**src/bt_pkg.sv**
```systemverilog
// package for the basic 8-bit timer with rtc source
package bt_pkg;
   // ==========================================================
   // register map (byte addresses on the avalon bus)
   // ==========================================================
   localparam logic [7:0] BT_ADDR_MODE = 8'hb2;
   localparam logic [7:0] BT_ADDR_COUNT = 8'hb3;
   localparam logic [7:0] BT_ADDR_IRQ_STATUS = 8'hb8;
   localparam logic [7:0] BT_ADDR_IRQ_ENABLE = 8'hbc;
   localparam logic [7:0] BT_ADDR_IRQ_CLEAR = 8'hc0;
   // ==========================================================
   // field positions and reset values
   // ==========================================================
   localparam int BT_MODE_RUN_BIT = 7;
   localparam int BT_MODE_PRESCALE_LSB = 4;
   localparam int BT_MODE_RTC_BIT = 0;
   localparam logic [7:0] BT_MODE_RESET = 8'h00;
   localparam logic [7:0] BT_MODE_WMASK = 8'hf1;
   localparam logic [7:0] BT_COUNT_RESET = 8'h00;
   localparam int BT_IRQ_OVF_BIT = 0;
   localparam logic [7:0] BT_COUNT_FULL = 8'hff;
   localparam logic [7:0] BT_COUNT_ZERO = 8'h00;
   localparam logic [15:0] BT_VECTOR_ADDR = 16'h000b;
   // ==========================================================
   // timing: rtc tick is 32768 hz divided by 64
   // ==========================================================
   localparam int BT_RTC_DIV = 64;
   localparam int BT_PRESCALE_MAX = 256;
   localparam int BT_SYNC_STAGES = 3;

   typedef struct packed {
      logic run;
      logic [2:0] prescale;
      logic rtc_sel;
   } bt_mode_t;
endpackage : bt_pkg

```
**src/bt_timer.sv**
```systemverilog
// basic 8-bit timer with rtc source, avalon-mm slave and interrupt
//
// The Avalon-MM register port was decided locally.
`timescale 1ns/100ps
module bt_timer
   import bt_pkg::*;
#(
   parameter bit INTERNAL_RC_WITH_RTC = 1'b1
)
(
   input wire logic clk_sys,
   input wire logic rst_n,
   input wire logic cpu_tick_en,
   input wire logic rtc_osc_32k,
   input wire logic green_mode,
   input wire logic [7:0] avs_address,
   input wire logic avs_read,
   input wire logic avs_write,
   input wire logic [31:0] avs_writedata,
   input wire logic [3:0] avs_byteenable,
   output logic [31:0] avs_readdata,
   output logic avs_waitrequest,
   output logic [1:0] avs_response,
   output logic irq,
   output logic green_wake,
   output logic [15:0] irq_vector
);
   // ==========================================================
   // elaboration checks
   // ==========================================================
   localparam int RTC_DIV_W = $clog2(BT_RTC_DIV);
   localparam int PRESC_W = $clog2(BT_PRESCALE_MAX);

   // the rtc divider and the prescaler below are sized for these values
   // only; any other value would silently change the tick rates
   if (BT_SYNC_STAGES != 3)
   begin : g_bad_sync
      $error("rtc synchroniser is built for exactly three stages");
   end
   if (RTC_DIV_W != 6 || (1 << RTC_DIV_W) != BT_RTC_DIV)
   begin : g_bad_rtc_div
      $error("rtc divider must be 64 to keep the half second period");
   end
   if (PRESC_W != 8 || (1 << PRESC_W) != BT_PRESCALE_MAX)
   begin : g_bad_presc
      $error("prescaler must span 256 cpu ticks");
   end

   // ==========================================================
   // state
   // ==========================================================
   bt_mode_t mode_ff;
   logic [7:0] count_ff;
   logic ovf_flag_ff;
   logic irq_en_ff;
   logic [7:0] presc_ff;
   logic [5:0] rtc_div_ff;
   logic [BT_SYNC_STAGES-1:0] rtc_sync_ff;
   // bus phase is one-hot: idle takes a request, answer drops the wait
   typedef enum logic [1:0] {BT_BUS_IDLE = 2'b01, BT_BUS_ANSWER = 2'b10} bt_bus_state_t;
   bt_bus_state_t bus_state_ff;
   logic ack;
   logic rtc_level_ff;
   logic [31:0] rdata_ff;
   logic [1:0] resp_ff;
   logic wake_ff;
   logic wr_mode, wr_count, wr_clear, wr_ien, access, known;
   logic wr_en, sel_mode, sel_count, sel_status, sel_ien, sel_clear;
   logic rtc_active, rtc_rise, step, overflow, presc_hit;
   logic [7:0] presc_mask;
   logic [7:0] mode_rd;
   logic [7:0] rd_mux;

   // ==========================================================
   // avalon slave: one wait cycle, answer on the second edge
   // ==========================================================
   assign ack = (bus_state_ff == BT_BUS_ANSWER);
   // a request is taken in its first cycle and answered in the next
   assign access = (avs_read | avs_write) & ~ack;
   assign avs_waitrequest = (avs_read | avs_write) & ~ack;

   // address decode shared by the write strobes and the read mux
   always_comb
   begin
      sel_mode = 1'b0;
      sel_count = 1'b0;
      sel_status = 1'b0;
      sel_ien = 1'b0;
      sel_clear = 1'b0;
      if (avs_address == BT_ADDR_MODE)
         sel_mode = 1'b1;
      else if (avs_address == BT_ADDR_COUNT)
         sel_count = 1'b1;
      else if (avs_address == BT_ADDR_IRQ_STATUS)
         sel_status = 1'b1;
      else if (avs_address == BT_ADDR_IRQ_ENABLE)
         sel_ien = 1'b1;
      else if (avs_address == BT_ADDR_IRQ_CLEAR)
         sel_clear = 1'b1;
   end
   assign known = sel_mode | sel_count | sel_status | sel_ien | sel_clear;

   assign wr_en = access & avs_write & avs_byteenable[0];
   assign wr_mode = wr_en & sel_mode;
   assign wr_count = wr_en & sel_count;
   assign wr_ien = wr_en & sel_ien;
   assign wr_clear = wr_en & sel_clear & avs_writedata[BT_IRQ_OVF_BIT];
   assign mode_rd = {mode_ff.run, mode_ff.prescale, 3'h0, mode_ff.rtc_sel};

   // read mux: unmapped and write-only addresses read as zero
   always_comb
   begin
      rd_mux = 8'h00;
      if (sel_mode)
         rd_mux = mode_rd;
      else if (sel_count)
         rd_mux = count_ff;
      else if (sel_status)
         rd_mux = {7'h00, ovf_flag_ff};
      else if (sel_ien)
         rd_mux = {7'h00, irq_en_ff};
   end

   always_ff @(posedge clk_sys or negedge rst_n)
   begin
      if (!rst_n)
         bus_state_ff <= BT_BUS_IDLE;
      else
      begin
         case (bus_state_ff)
            BT_BUS_IDLE:
               if (access)
                  bus_state_ff <= BT_BUS_ANSWER;
            BT_BUS_ANSWER:
               bus_state_ff <= BT_BUS_IDLE;
            default:
               bus_state_ff <= BT_BUS_IDLE;
         endcase
      end
   end

   always_ff @(posedge clk_sys or negedge rst_n)
   begin
      if (!rst_n)
      begin
         rdata_ff <= 32'h0000_0000;
         resp_ff <= 2'h0;
      end
      else if (access)
      begin
         resp_ff <= known ? 2'h0 : 2'h2;
         rdata_ff <= avs_read ? {24'h00_0000, rd_mux} : 32'h0000_0000;
      end
   end
   assign avs_readdata = rdata_ff;
   assign avs_response = resp_ff;

   // ==========================================================
   // mode and interrupt enable registers
   // ==========================================================
   // bits 3 to 1 of the mode register are not stored and read as zero;
   // the source bit only sticks when the rtc build option is present
   always_ff @(posedge clk_sys or negedge rst_n)
   begin
      if (!rst_n)
         mode_ff <= bt_mode_t'(5'h00);
      else if (wr_mode)
      begin
         mode_ff.run <= avs_writedata[BT_MODE_RUN_BIT];
         mode_ff.prescale <= avs_writedata[BT_MODE_PRESCALE_LSB +: 3];
         mode_ff.rtc_sel <= avs_writedata[BT_MODE_RTC_BIT] & INTERNAL_RC_WITH_RTC;
      end
   end

   always_ff @(posedge clk_sys or negedge rst_n)
   begin
      if (!rst_n)
         irq_en_ff <= 1'b0;
      else if (wr_ien)
         irq_en_ff <= avs_writedata[BT_IRQ_OVF_BIT];
   end

   // ==========================================================
   // tick sources
   // ==========================================================
   always_ff @(posedge clk_sys or negedge rst_n)
   begin
      if (!rst_n)
         rtc_sync_ff <= '0;
      else
         rtc_sync_ff <= {rtc_sync_ff[BT_SYNC_STAGES-2:0], rtc_osc_32k};
   end
   // the pin level is taken over only once stages two and three agree,
   // so a metastable first stage never reaches the edge detector
   always_ff @(posedge clk_sys or negedge rst_n)
   begin
      if (!rst_n)
         rtc_level_ff <= 1'b0;
      else if (rtc_sync_ff[1] == rtc_sync_ff[2])
         rtc_level_ff <= rtc_sync_ff[2];
   end
   // level resets low, the idle state of the oscillator input, so no
   // false rise follows reset
   assign rtc_rise = (rtc_sync_ff[1] == rtc_sync_ff[2]) & rtc_sync_ff[2] & ~rtc_level_ff;

   // without the rc-with-rtc build option the rtc path does not exist
   if (INTERNAL_RC_WITH_RTC)
   begin : g_rtc_on
      assign rtc_active = mode_ff.rtc_sel;
   end
   else
   begin : g_rtc_off
      assign rtc_active = 1'b0;
   end

   // ==========================================================
   // rtc divider
   // ==========================================================

   always_ff @(posedge clk_sys or negedge rst_n)
   begin
      if (!rst_n)
         rtc_div_ff <= 6'h00;
      else if (!mode_ff.run || !rtc_active)
         rtc_div_ff <= 6'h00;
      else if (rtc_rise)
         rtc_div_ff <= rtc_div_ff + 6'h01;
   end

   // ==========================================================
   // prescaler
   // ==========================================================
   // code 0 -> /256 ... code 7 -> /2
   always_comb
   begin
      case (mode_ff.prescale)
         3'h0: presc_mask = 8'hff;
         3'h1: presc_mask = 8'h7f;
         3'h2: presc_mask = 8'h3f;
         3'h3: presc_mask = 8'h1f;
         3'h4: presc_mask = 8'h0f;
         3'h5: presc_mask = 8'h07;
         3'h6: presc_mask = 8'h03;
         3'h7: presc_mask = 8'h01;
         default: presc_mask = 8'hff;
      endcase
   end
   assign presc_hit = cpu_tick_en && ((presc_ff & presc_mask) == presc_mask);

   always_ff @(posedge clk_sys or negedge rst_n)
   begin
      if (!rst_n)
         presc_ff <= 8'h00;
      else if (!mode_ff.run || rtc_active)
         presc_ff <= 8'h00;
      else if (cpu_tick_en)
         presc_ff <= presc_ff + 8'h01;
   end

   // ==========================================================
   // tick select
   // ==========================================================
   // rtc ignores the prescale field entirely
   always_comb
   begin
      step = 1'b0;
      if (!mode_ff.run)
         step = 1'b0;
      else if (rtc_active)
         step = rtc_rise && (rtc_div_ff == 6'(BT_RTC_DIV - 1));
      else
         step = presc_hit;
   end
   // a count write wins over a step, so that step cannot wrap the count
   // and must not raise the flag either
   assign overflow = step && !wr_count && (count_ff == BT_COUNT_FULL);

   // ==========================================================
   // counter
   // ==========================================================
   // no reload buffer: software owns the start value of every period,
   // the counter simply rolls on from zero
   always_ff @(posedge clk_sys or negedge rst_n)
   begin
      if (!rst_n)
         count_ff <= BT_COUNT_RESET;
      else if (wr_count)
         count_ff <= avs_writedata[7:0];
      else if (step)
         count_ff <= count_ff + 8'h01;
   end

   // ==========================================================
   // overflow flag, interrupt and green wake
   // ==========================================================
   // the flag is sticky; an overflow in the cycle of a clear keeps it set
   // so that no period is lost
   always_ff @(posedge clk_sys or negedge rst_n)
   begin
      if (!rst_n)
         ovf_flag_ff <= 1'b0;
      else if (overflow)
         ovf_flag_ff <= 1'b1;
      else if (wr_clear)
         ovf_flag_ff <= 1'b0;
   end

   always_ff @(posedge clk_sys or negedge rst_n)
   begin
      if (!rst_n)
         wake_ff <= 1'b0;
      else
         wake_ff <= overflow & green_mode;
   end

   // wake is a single pulse; the system logic latches it as needed
   // level interrupt while an enabled flag is set
   assign irq = ovf_flag_ff & irq_en_ff;
   assign irq_vector = BT_VECTOR_ADDR;
   assign green_wake = wake_ff;
endmodule // bt_timer

```
**config.mk**
```make
export PLATFORM = sky130hd
export DESIGN_NAME = bt_timer
export DESIGN_NICKNAME = d
export VERILOG_FILES = /design/src/bt_pkg.sv /design/src/bt_timer.sv
export SDC_FILE = /design/constraint.sdc
export NUM_CORES = 1
export LEC_CHECK = 0
export BUFFER_PORTS_ARGS = -buffer_cell sky130_fd_sc_hd__buf_2
export CAP_MARGIN = 5
export CORE_MARGIN = 4
export CORE_UTILIZATION = 35
export DETAILED_ROUTE_END_ITERATION = 7
export MAX_ROUTING_LAYER = met4
export PLACE_DENSITY = 0.71
export REMOVE_ABC_BUFFERS = 1
export SLEW_MARGIN = 20
export SYNTH_ARGS = -nofsm -noshare
export SYNTH_HDL_FRONTEND = slang
export SYNTH_SLANG_ARGS = --single-unit
export TNS_END_PERCENT = 5
```
**constraint.sdc**
```tcl
create_clock -name clk_sys -period 3.58 [get_ports clk_sys]
set_input_delay 0.537 -clock clk_sys [delete_from_list [all_inputs] [get_ports clk_sys]]
set_output_delay 0.537 -clock clk_sys [all_outputs]
set_load 0.005 [all_outputs]
```
==> qor.txt, run 1 <==
Setup Buffers After CTS: 0
Largest delay share family, worst path: simple AND/OR/NAND/NOR gates
crit-path max FO: 9
Cells after Synth: 254
initial antenna violation count: 0
register area share after synthesis: 44.4%
Synth top area share: 43.4%
Sum Neg Setup Slack: 0 ns
Static Leak: 1.31 nW
Setup violations, final: 0
clk sinks: 45
Crit-path slowest cell: or4_1
Area contributors post-synth: dfrtp_1 (43%), buf_4 (12%), xor2_1 (3.8%)
Total GRT Usage: 11.7%
Initial Util: 36.7%
DRC viols: 0
CP required: 3.81 ns
Final Max Tran Viols: 0
Post-CTS Resized: 0
area leader, netlist: dfrtp_1
global route total overflow: 0
H-Tree Depth: 2
pin count of the biggest net entering global routing: 46
xor-xnor portion of the synthesized cell area: 5.87%
#FFs+latches synth: 45
Placement Setup Slack: 1.52 ns
max-capacitance violation count: 0
DP Area: 2650 µm²
DP HPWL: 3.59 mm
Die Y: 93.1 µm
CP Buf/Inv Count: 0
I/O Buffers: 35
Routed Antenna Nets: 0
fin nets: 345
routability cong.: 0.774
Unique masters post-synth: 42
CTS max path bufs: 2
Core Area: 6910 µm²
main combinational cell family by area after synthesis: simple AND/OR/NAND/NOR gates
die area: 8680 µm²
Crit. End Element: register
crit path DAT: 2.36 ns
Area Growth Syn to Fin: 7.74%
Ant. Diodes: 0
CTS Buf Count: 5
Slew HR: 63.7%
clk_lat worst skew: 0.30 ns
Fill cells: 705
most frequent cells in the layout: dfrtp_1 (44), conb_1 (41), buf_2 (34), nor2_1 (25), nand2_1 (19)
Tcrit/Tclk final: 59.6%
Via density: 4.52
RSZ-0062 raised after global routing: no
Syn. warnings: 0
Final Skew: 0.00813 ns
total power: 0.964 mW
First-pass DRT Iterations: 4
FP Rows: 30
Via Count: 1749
commonest non-fill, non-tap cell in the layout: dfrtp_1
Compound-Gate Fraction of Synth Area: 8.78%
first-pass GRT wire length: 7.80 mm
fin worst setup slack: 1.45 ns
layout cell share with drive strength beyond 1: 21.0%
routed wire length: 4.67 mm
clk slew on worst S/H paths: 0.08 ns
Post-Syn Area: 2540 µm²
Worst VDD drop: 0.000131 V
CP Class: reg2reg
Setup crit start kind: register
CTS tree: built
Tightest Pin Transition: 0.544 ns
f_max: 469 MHz
final hold viol count: 0
post-layout util: 39.6%
design area: 2730 µm²
Period minus WS final: 2.13 ns
HP Class: in2async
vias in the first global route: 1664
critical path, cell by cell: nand2b_1, a211oi_2, o21a_2, o2111ai_4, or4_1, nand4_1
chip width: 93.1 µm
Adder-Cell Fraction of Synth Area: 1.97%
CP max stage delay: 0.51 ns
io pins: 104
syn_area_per_cell: 9.99 µm²
root buf cell: clkbuf_8
WL/cell: 12.1 µm
DRT iter0 DRCs: 82
multiplexer fraction of the synthesized cell area: 6.71%
Synth Area in Simple Gates: 18.0%
status: complete, no violations
Hold-fix buffers, CTS: 0
Cell Pwr Density: 353 nW/µm²
## sequential cells by signal, summed over array words and instances, names as in the netlist, 2 cells and up
name and cells:
rtc_sync_ff 3, mode_ff 4, presc_ff 8, count_ff 8, avs_readdata 8, bus_state_ff 2
rtc_div_ff 6
## metrics by stage
step	cells	hold WS [ns]
6_report	387	0.222
5_1_grt	387	0.273
4_1_cts	387	0.335
3_5_place_dp	379	0.347
3_3_place_gp	379	0.337
2_1_floorplan	247	0.241
## cell usage after synthesis, drive strengths merged
cell type,number
nand3,13
conb,2
xor2,11
nand2,19
o211ai,2
mux2i,8
o31ai,1
and2,1
dfstp,1
a211oi,3
ha,4
nor3,2
and4b,1
nor2,25
dfrtp,44
clkbuf,3
a31oi,1
mux2,8
inv,4
o21a,1
and4,2
nor2b,1
nand2b,2
and3,7
xnor2,6
nand4,7
buf,43
a21oi,9
nand4b,1
nor4b,1
a22o,3
o21ai,12
or2,1
nor3b,2
or4,2
o2111ai,1
## layout make-up
class	count	area [µm²]	area share (%)
multi-input cells	198	1200	44.0
flip-flops and latches	45	1130	41.2
well taps	96	120	4.39
repair buffers	36	185	6.77
clock buffers	6	72.6	2.65
clock inverters	2	10.0	0.366
inverters	4	15.0	0.549
## routing by layer
layer  global-route usage (%)  up-vias  wire length (µm)
met3                     3.38        8               327
met1                     14.6      818              2110
met5                        -        -                 0
met4                     4.40        0                88
met2                     18.1       57              2150
li1                         -      866                 -
## final timing paths
| check | cells past startpoint | startpoint | slack, ns | endpoint |
|---|---|---|---|---|
| worst max-delay path | 6 | rtc_active$_DFFE_PN0P_ | 1.45 | count_ff[5]$_DFFE_PN0P_ |
| worst min-delay path | 1 | rst_n | 0.22 | rtc_div_ff[3]$_DFFE_PN0P_ |
| worst max register to register | 6 | rtc_active$_DFFE_PN0P_ | 1.45 | count_ff[5]$_DFFE_PN0P_ |
| worst min register to register | 0 | rtc_sync_ff[0]$_DFF_PN0_ | 0.36 | rtc_sync_ff[1]$_DFF_PN0_ |
| max in group asynchronous | 1 | rst_n | 2.98 | presc_ff[2]$_DFFE_PN0P_ |
| min in group clk_sys | 1 | rtc_osc_32k | 0.35 | rtc_sync_ff[0]$_DFF_PN0_ |
## kinds of logic (layout without fill, tap and decap cells)
kind of cell    Yosys count  count (layout)
simple gates             87              87
buf+inv                  50              48
flops                    45              45
compound gates           33              33
xor+xnor                 17              17
mux                      16              16
fa+ha+maj                 4               4
other cells               2              41
## power by group
group | internal (mW) | leakage [nW] | total, mW | switching (mW)
clock | 0.135 | 0.0450 | 0.297 | 0.161
combinational | 0.0465 | 0.672 | 0.118 | 0.0719
sequential | 0.534 | 0.594 | 0.549 | 0.0149
## worst reg2reg max path: stages, from the launching register on
cell and delay [ns]:
dfrtp_1 0.41, nand2b_1 0.33, a211oi_2 0.31, o21a_2 0.23, o2111ai_4 0.16, or4_1 0.52
nand4_1 0.11
Power figures use the tool's default switching activity.
==> run 2, diff against run 1 <==
Clock period 3.58 ns to 2 ns, I/O delays scaled along.
==> run 2 against run 1 <==
Clock power up 85%. Critical path depth did not move. Die area stayed put. Maximum frequency grew 12%. Utilization rose by 0.74 points. Routed wire length grew 3.2%. Via count grew 1.6%. Combinational power up 85%. Worst hold slack lost 0.20 ns. Clock skew is essentially flat. Register-to-register slack got worse by 1.4 ns. Clock-buffer cell count is 1 higher. Critical endpoint unchanged. Largest cell class unchanged. Largest power group unchanged.
==> qor.txt, run 2 (synthesis gave the netlist of run 1 again) <==
initial antenna violation count: 0
die area: 8680 µm²
Final Max Tran Viols: 0
CP required: 2.23 ns
routed wire length: 4.82 mm
worst r2r src: mode_ff[1]$_DFFE_PN0P_
P_int: 1.29 mW
RSZ-0062 raised after global routing: no
Comb pwr share: 12.5%
CP max stage delay: 0.50 ns
DP Area: 2700 µm²
most frequent cells in the layout: dfrtp_1 (44), conb_1 (41), buf_2 (35), nor2_1 (25), nand2_1 (19)
vias in the first global route: 1673
Die Y: 93.1 µm
Period minus WS final: 1.91 ns
worst r2r dst: count_ff[5]$_DFFE_PN0P_
routability cong.: 0.797
Crit-path slowest cell: or4_1
Sum Neg Setup Slack: 0 ns
commonest non-fill, non-tap cell in the layout: dfrtp_1
Post-CTS Resized: 0
chip width: 93.1 µm
CP Class: reg2reg
clk_lat worst skew: 0.30 ns
switch share: 26.3%
global route total overflow: 0
pin count of the biggest net entering global routing: 29
FP Rows: 30
H-Tree Depth: 2
Setup crit start kind: register
switching pwr: 0.460 mW
Cell Pwr Density: 629 nW/µm²
crit-path max FO: 6
DRC viols: 0
Ant. Diodes: 0
clk slew on worst S/H paths: 0.08 ns
status: complete, no violations
start point of the critical path: mode_ff[1]$_DFFE_PN0P_
Core Area: 6910 µm²
post-layout util: 40.3%
max-capacitance violation count: 0
DP HPWL: 3.76 mm
layout cell share with drive strength beyond 1: 22.5%
fin nets: 352
HP Class: in2async
clk sinks: 45
Placement Setup Slack: 0.0976 ns
CTS Buf Count: 5
Static Leak: 1.34 nW
First-pass DRT Iterations: 4
Final Skew: 0.00785 ns
Setup violations, final: 0
Hold-fix buffers, CTS: 0
Total GRT Usage: 11.6%
Routed Antenna Nets: 0
Via density: 4.51
final non-filler cell total: 394
worst r2r path cells: 6
CTS max path bufs: 2
clock group share of total power: 31.4%
final hold viol count: 0
Slew HR: 56.4%
fin worst setup slack: 0.0916 ns
Tightest Pin Transition: 0.654 ns
io pins: 104
Setup Buffers After CTS: 0
Area Growth Syn to Fin: 9.76%
Worst VDD drop: 0.000200 V
CTS tree: built
Hold Slack: 0.0212 ns
root buf cell: clkbuf_8
total power: 1.75 mW
Initial Util: 36.7%
first-pass GRT wire length: 7.80 mm
design area: 2790 µm²
FF-to-FF setup slack: 0.09 ns
Via Count: 1777
Crit. End Element: register
placed cell count: 386
f_max: 524 MHz
DRT iter0 DRCs: 65
critical path, cell by cell: o21ai_0, a211oi_2, o21a_2, o2111ai_4, or4_1, nand4_1
crit path DAT: 2.13 ns
I/O Buffers: 35
Tcrit/Tclk final: 95.4%
WL/cell: 12.2 µm
share of power burned in registers: 56.2%
run 2: power by group through the flow:
stage	logic (mW)	registers, mW	clock network (mW)
after floorplan	0.115	0.996	0
after detailed placement	0.218	1.00	0
after global routing	0.252	0.990	0.608
final	0.218	0.983	0.549
after CTS	0.219	0.984	0.568
after global placement	0.214	1.00	0
run 2: final cells by class:
type	instances	area [µm²]
tap	96	120
timing repair buffer	43	235
multi-input combinational	198	1200
clock inverter	1	7.51
fill	702	4120
clock buffer	7	76.3
sequential	45	1130
inverter	4	15.0
run 2: worst max path at each step:
stage	endpoint	slack [ns]
3_3_place_gp	count_ff[5]$_DFFE_PN0P_	0.15
4_1_cts	count_ff[5]$_DFFE_PN0P_	0.08
5_1_grt	count_ff[5]$_DFFE_PN0P_	0.008
6_report	count_ff[5]$_DFFE_PN0P_	0.09
2_1_floorplan	count_ff[5]$_DFFE_PN0P_	0.17
3_5_place_dp	count_ff[5]$_DFFE_PN0P_	0.1
run 2: layer usage:
metal / routed length (µm) / vias to the layer above / part of all wire, % / global-route usage [%]
met5: 0 / - / 0 / -
met3: 375 / 6 / 7.8 / 3.86
met4: 49 / 0 / 1.0 / 3.17
met1: 2220 / 825 / 46 / 14.7
met2: 2180 / 61 / 45 / 17.9
li1: - / 885 / - / -
run 2: critical path, delay by kind of cell (launching register included):
family	cells	cell delay, ns
compound gates	4	0.78
flops	1	0.45
simple gates	2	0.61
==> run 3, diff against run 2 <==
Settings changed: ABC_AREA from default to 1, PLACE_DENSITY 0.71 to 0.7.
==> run 3 against run 2 <==
Die area up 8.7%. Sequential share of layout area down 3.3 points. Non-clock buffer count down 5. Routed wire length up 19%. Clock-buffer cell count unchanged. Final cell count up 29%. Clock power up 16%. Via count up 29%. Sequential power about the same. Clock skew down 0.0030 ns. Setup slack better by 0.36 ns. Worst hold slack better by 0.076 ns.
==> qor.txt, run 3 <==
status: complete, no violations
CP Class: reg2out
design area: 3040 µm²
first-pass GRT wire length: 9.72 mm
Hold-fix buffers, CTS: 1
register area share after synthesis: 40.6%
f_max: 645 MHz
Syn. warnings: 0
syn_area_per_cell: 7.57 µm²
switch share: 27.8%
switching pwr: 0.529 mW
FP Rows: 32
CTS max path bufs: 2
Worst VDD drop: 0.000287 V
#FFs+latches synth: 45
routed wire length: 5.72 mm
die area: 9430 µm²
Via density: 4.51
Setup Buffers After CTS: 0
I/O Buffers: 35
Die Y: 97.1 µm
vias in the first global route: 2175
Cell Pwr Density: 627 nW/µm²
clock group share of total power: 33.6%
Total GRT Usage: 12.7%
chip width: 97.1 µm
Area Growth Syn to Fin: 9.23%
layout cell share with drive strength beyond 1: 16.5%
CP Buf/Inv Count: 1
Comb pwr share: 13.2%
Initial Util: 36.0%
commonest non-fill, non-tap cell in the layout: nand2_1
WL/cell: 11.2 µm
CTS tree: built
Synth Area in Simple Gates: 33.0%
DP Area: 2920 µm²
Adder-Cell Fraction of Synth Area: 1.80%
fin nets: 461
crit-path max FO: 4
Synth top area share: 39.6%
routability cong.: 0.838
xor-xnor portion of the synthesized cell area: 0.630%
final non-filler cell total: 509
DP HPWL: 4.40 mm
Compound-Gate Fraction of Synth Area: 5.99%
global route total overflow: 0
most frequent cells in the layout: nand2_1 (103), dfrtp_1 (44), conb_1 (41), inv_1 (38), buf_2 (35)
most frequently used flop master after synthesis: dfrtp_1
area leader, netlist: dfrtp_1
share of power burned in registers: 53.2%
Final Skew: 0.00489 ns
P_int: 1.38 mW
Via Count: 2298
clk sinks: 45
max-capacitance violation count: 0
First-pass DRT Iterations: 4
Area contributors post-synth: dfrtp_1 (40%), nand2_1 (14%), buf_4 (11%)
io pins: 104
main combinational cell family by area after synthesis: simple AND/OR/NAND/NOR gates
Min-Delay Startpoint: rtc_osc_32k
clk_lat worst skew: 0.30 ns
most frequent cell after synthesis: nand2_1
final hold viol count: 0
CP required: 1.70 ns
Largest delay share family, worst path: flip-flops
CTS Buf Count: 5
Post-Syn Area: 2780 µm²
Setup violations, final: 0
H-Tree Depth: 2
Tightest Pin Transition: 0.500 ns
initial antenna violation count: 0
Sum Neg Setup Slack: 0 ns
FF-to-FF setup slack: 0.48 ns
Cells after Synth: 367
Period minus WS final: 1.55 ns
pin count of the biggest net entering global routing: 26
Unique masters post-synth: 33
start point of the critical path: bus_state_ff[0]$_DFFE_PN1P_
Tcrit/Tclk final: 77.6%
Routed Antenna Nets: 0
number of synthesized flops with an enable pin: 0
DRT iter0 DRCs: 92
critical path, cell by cell: nor2_4, a21oi_2, buf_2
CP max stage delay: 0.56 ns
DRC viols: 0
Crit-path slowest cell: dfstp_2
placed cell count: 500
Post-CTS Resized: 0
RSZ-0062 raised after global routing: no
root buf cell: clkbuf_8
synth cell count leaders: nand2_1 (103), dfrtp_1 (44), buf_4 (42)
HP Class: in2reg
crit path DAT: 1.25 ns
Static Leak: 1.68 nW
Async S/R FF share, synth: 100%
Slew HR: 66.6%
Core Area: 7730 µm²
multiplexer fraction of the synthesized cell area: 0%
worst r2r src: rtc_div_ff[0]$_DFFE_PN0P_
Crit. End Element: primary output
Setup crit start kind: register
clk slew on worst S/H paths: 0.09 ns
Ant. Diodes: 0
Final Max Tran Viols: 0
## run 3: changes by cell type after synthesis, sizes merged, moves of 8 or more
cell and delta:
inv +37, mux2 -8, xor2 -9, mux2i -8, nor2 +9, nand2 +87
nand3 +20
## run 3: per-stage QoR
stage | power [mW] | hold WS, ns | setup slack [ns] | util, %
final | 1.90 | 0.0969 | 0.449 | 39.3
after global routing | 2.02 | 0.0800 | 0.321 | 39.3
after CTS | 1.93 | 0.0886 | 0.441 | 39.3
after detailed placement | 1.28 | 0.298 | 0.488 | 37.8
after global placement | 1.27 | 0.293 | 0.503 | 37.8
after floorplan | 1.18 | 0.00441 | 0.707 | -
## run 3: worst reg2reg max path: cells and delay by family, from the launching register on
| family | cells | cell delay (ns) |
|---|---|---|
| and+or+nand+nor | 6 | 0.88 |
| adders and majority gates | 1 | 0.18 |
| DFF | 1 | 0.40 |
## run 3: cells by family after synthesis
kind of cell,after synthesis
AO/OA/AOI/OAI,31
XOR/XNOR,2
adder cells (fa/ha/maj),4
buffers and inverters,87
flip-flops,45
other,2
AND/OR/NAND/NOR,196
## run 3: cell type report
| type | instances | area (µm²) |
|---|---|---|
| clock inverter | 1 | 8.76 |
| inverter | 42 | 158 |
| multi-input combinational | 274 | 1310 |
| timing repair buffer | 38 | 213 |
| clock buffer | 7 | 96.3 |
| tap | 102 | 128 |
| sequential | 45 | 1130 |
| fill | 813 | 4690 |
## run 3: power groups by stage
stage               sequential [mW]  clock [mW]  combinational, mW
detailed placement             1.03           0              0.250
CTS                            1.01       0.662              0.253
global route                   1.02       0.708              0.291
global placement               1.03           0              0.244
floorplan                      1.02           0              0.163
finish                         1.01       0.639              0.252
## run 3: path summary, 6_finish.rpt
check,endpoint,cells after the start
worst max register to register,count_ff[6]$_DFFE_PN0P_,7
max in group asynchronous,bus_state_ff[0]$_DFFE_PN1P_,3
worst min-delay path,rtc_sync_ff[0]$_DFF_PN0_,1
worst max-delay path,avs_waitrequest,3
worst min register to register,rtc_sync_ff[1]$_DFF_PN0_,0
min in group asynchronous,rtc_div_ff[0]$_DFFE_PN0P_,2
## run 3: layer usage
| layer | track usage [%] | vias to the layer above | part of all wire, % |
|---|---|---|---|
| met2 | 19.7 | 72 | 47 |
| met1 | 16.5 | 1048 | 45 |
| li1 | - | 1169 | - |
| met3 | 2.44 | 9 | 6.4 |
| met5 | - | - | 0 |
| met4 | 4.64 | 0 | 1.5 |
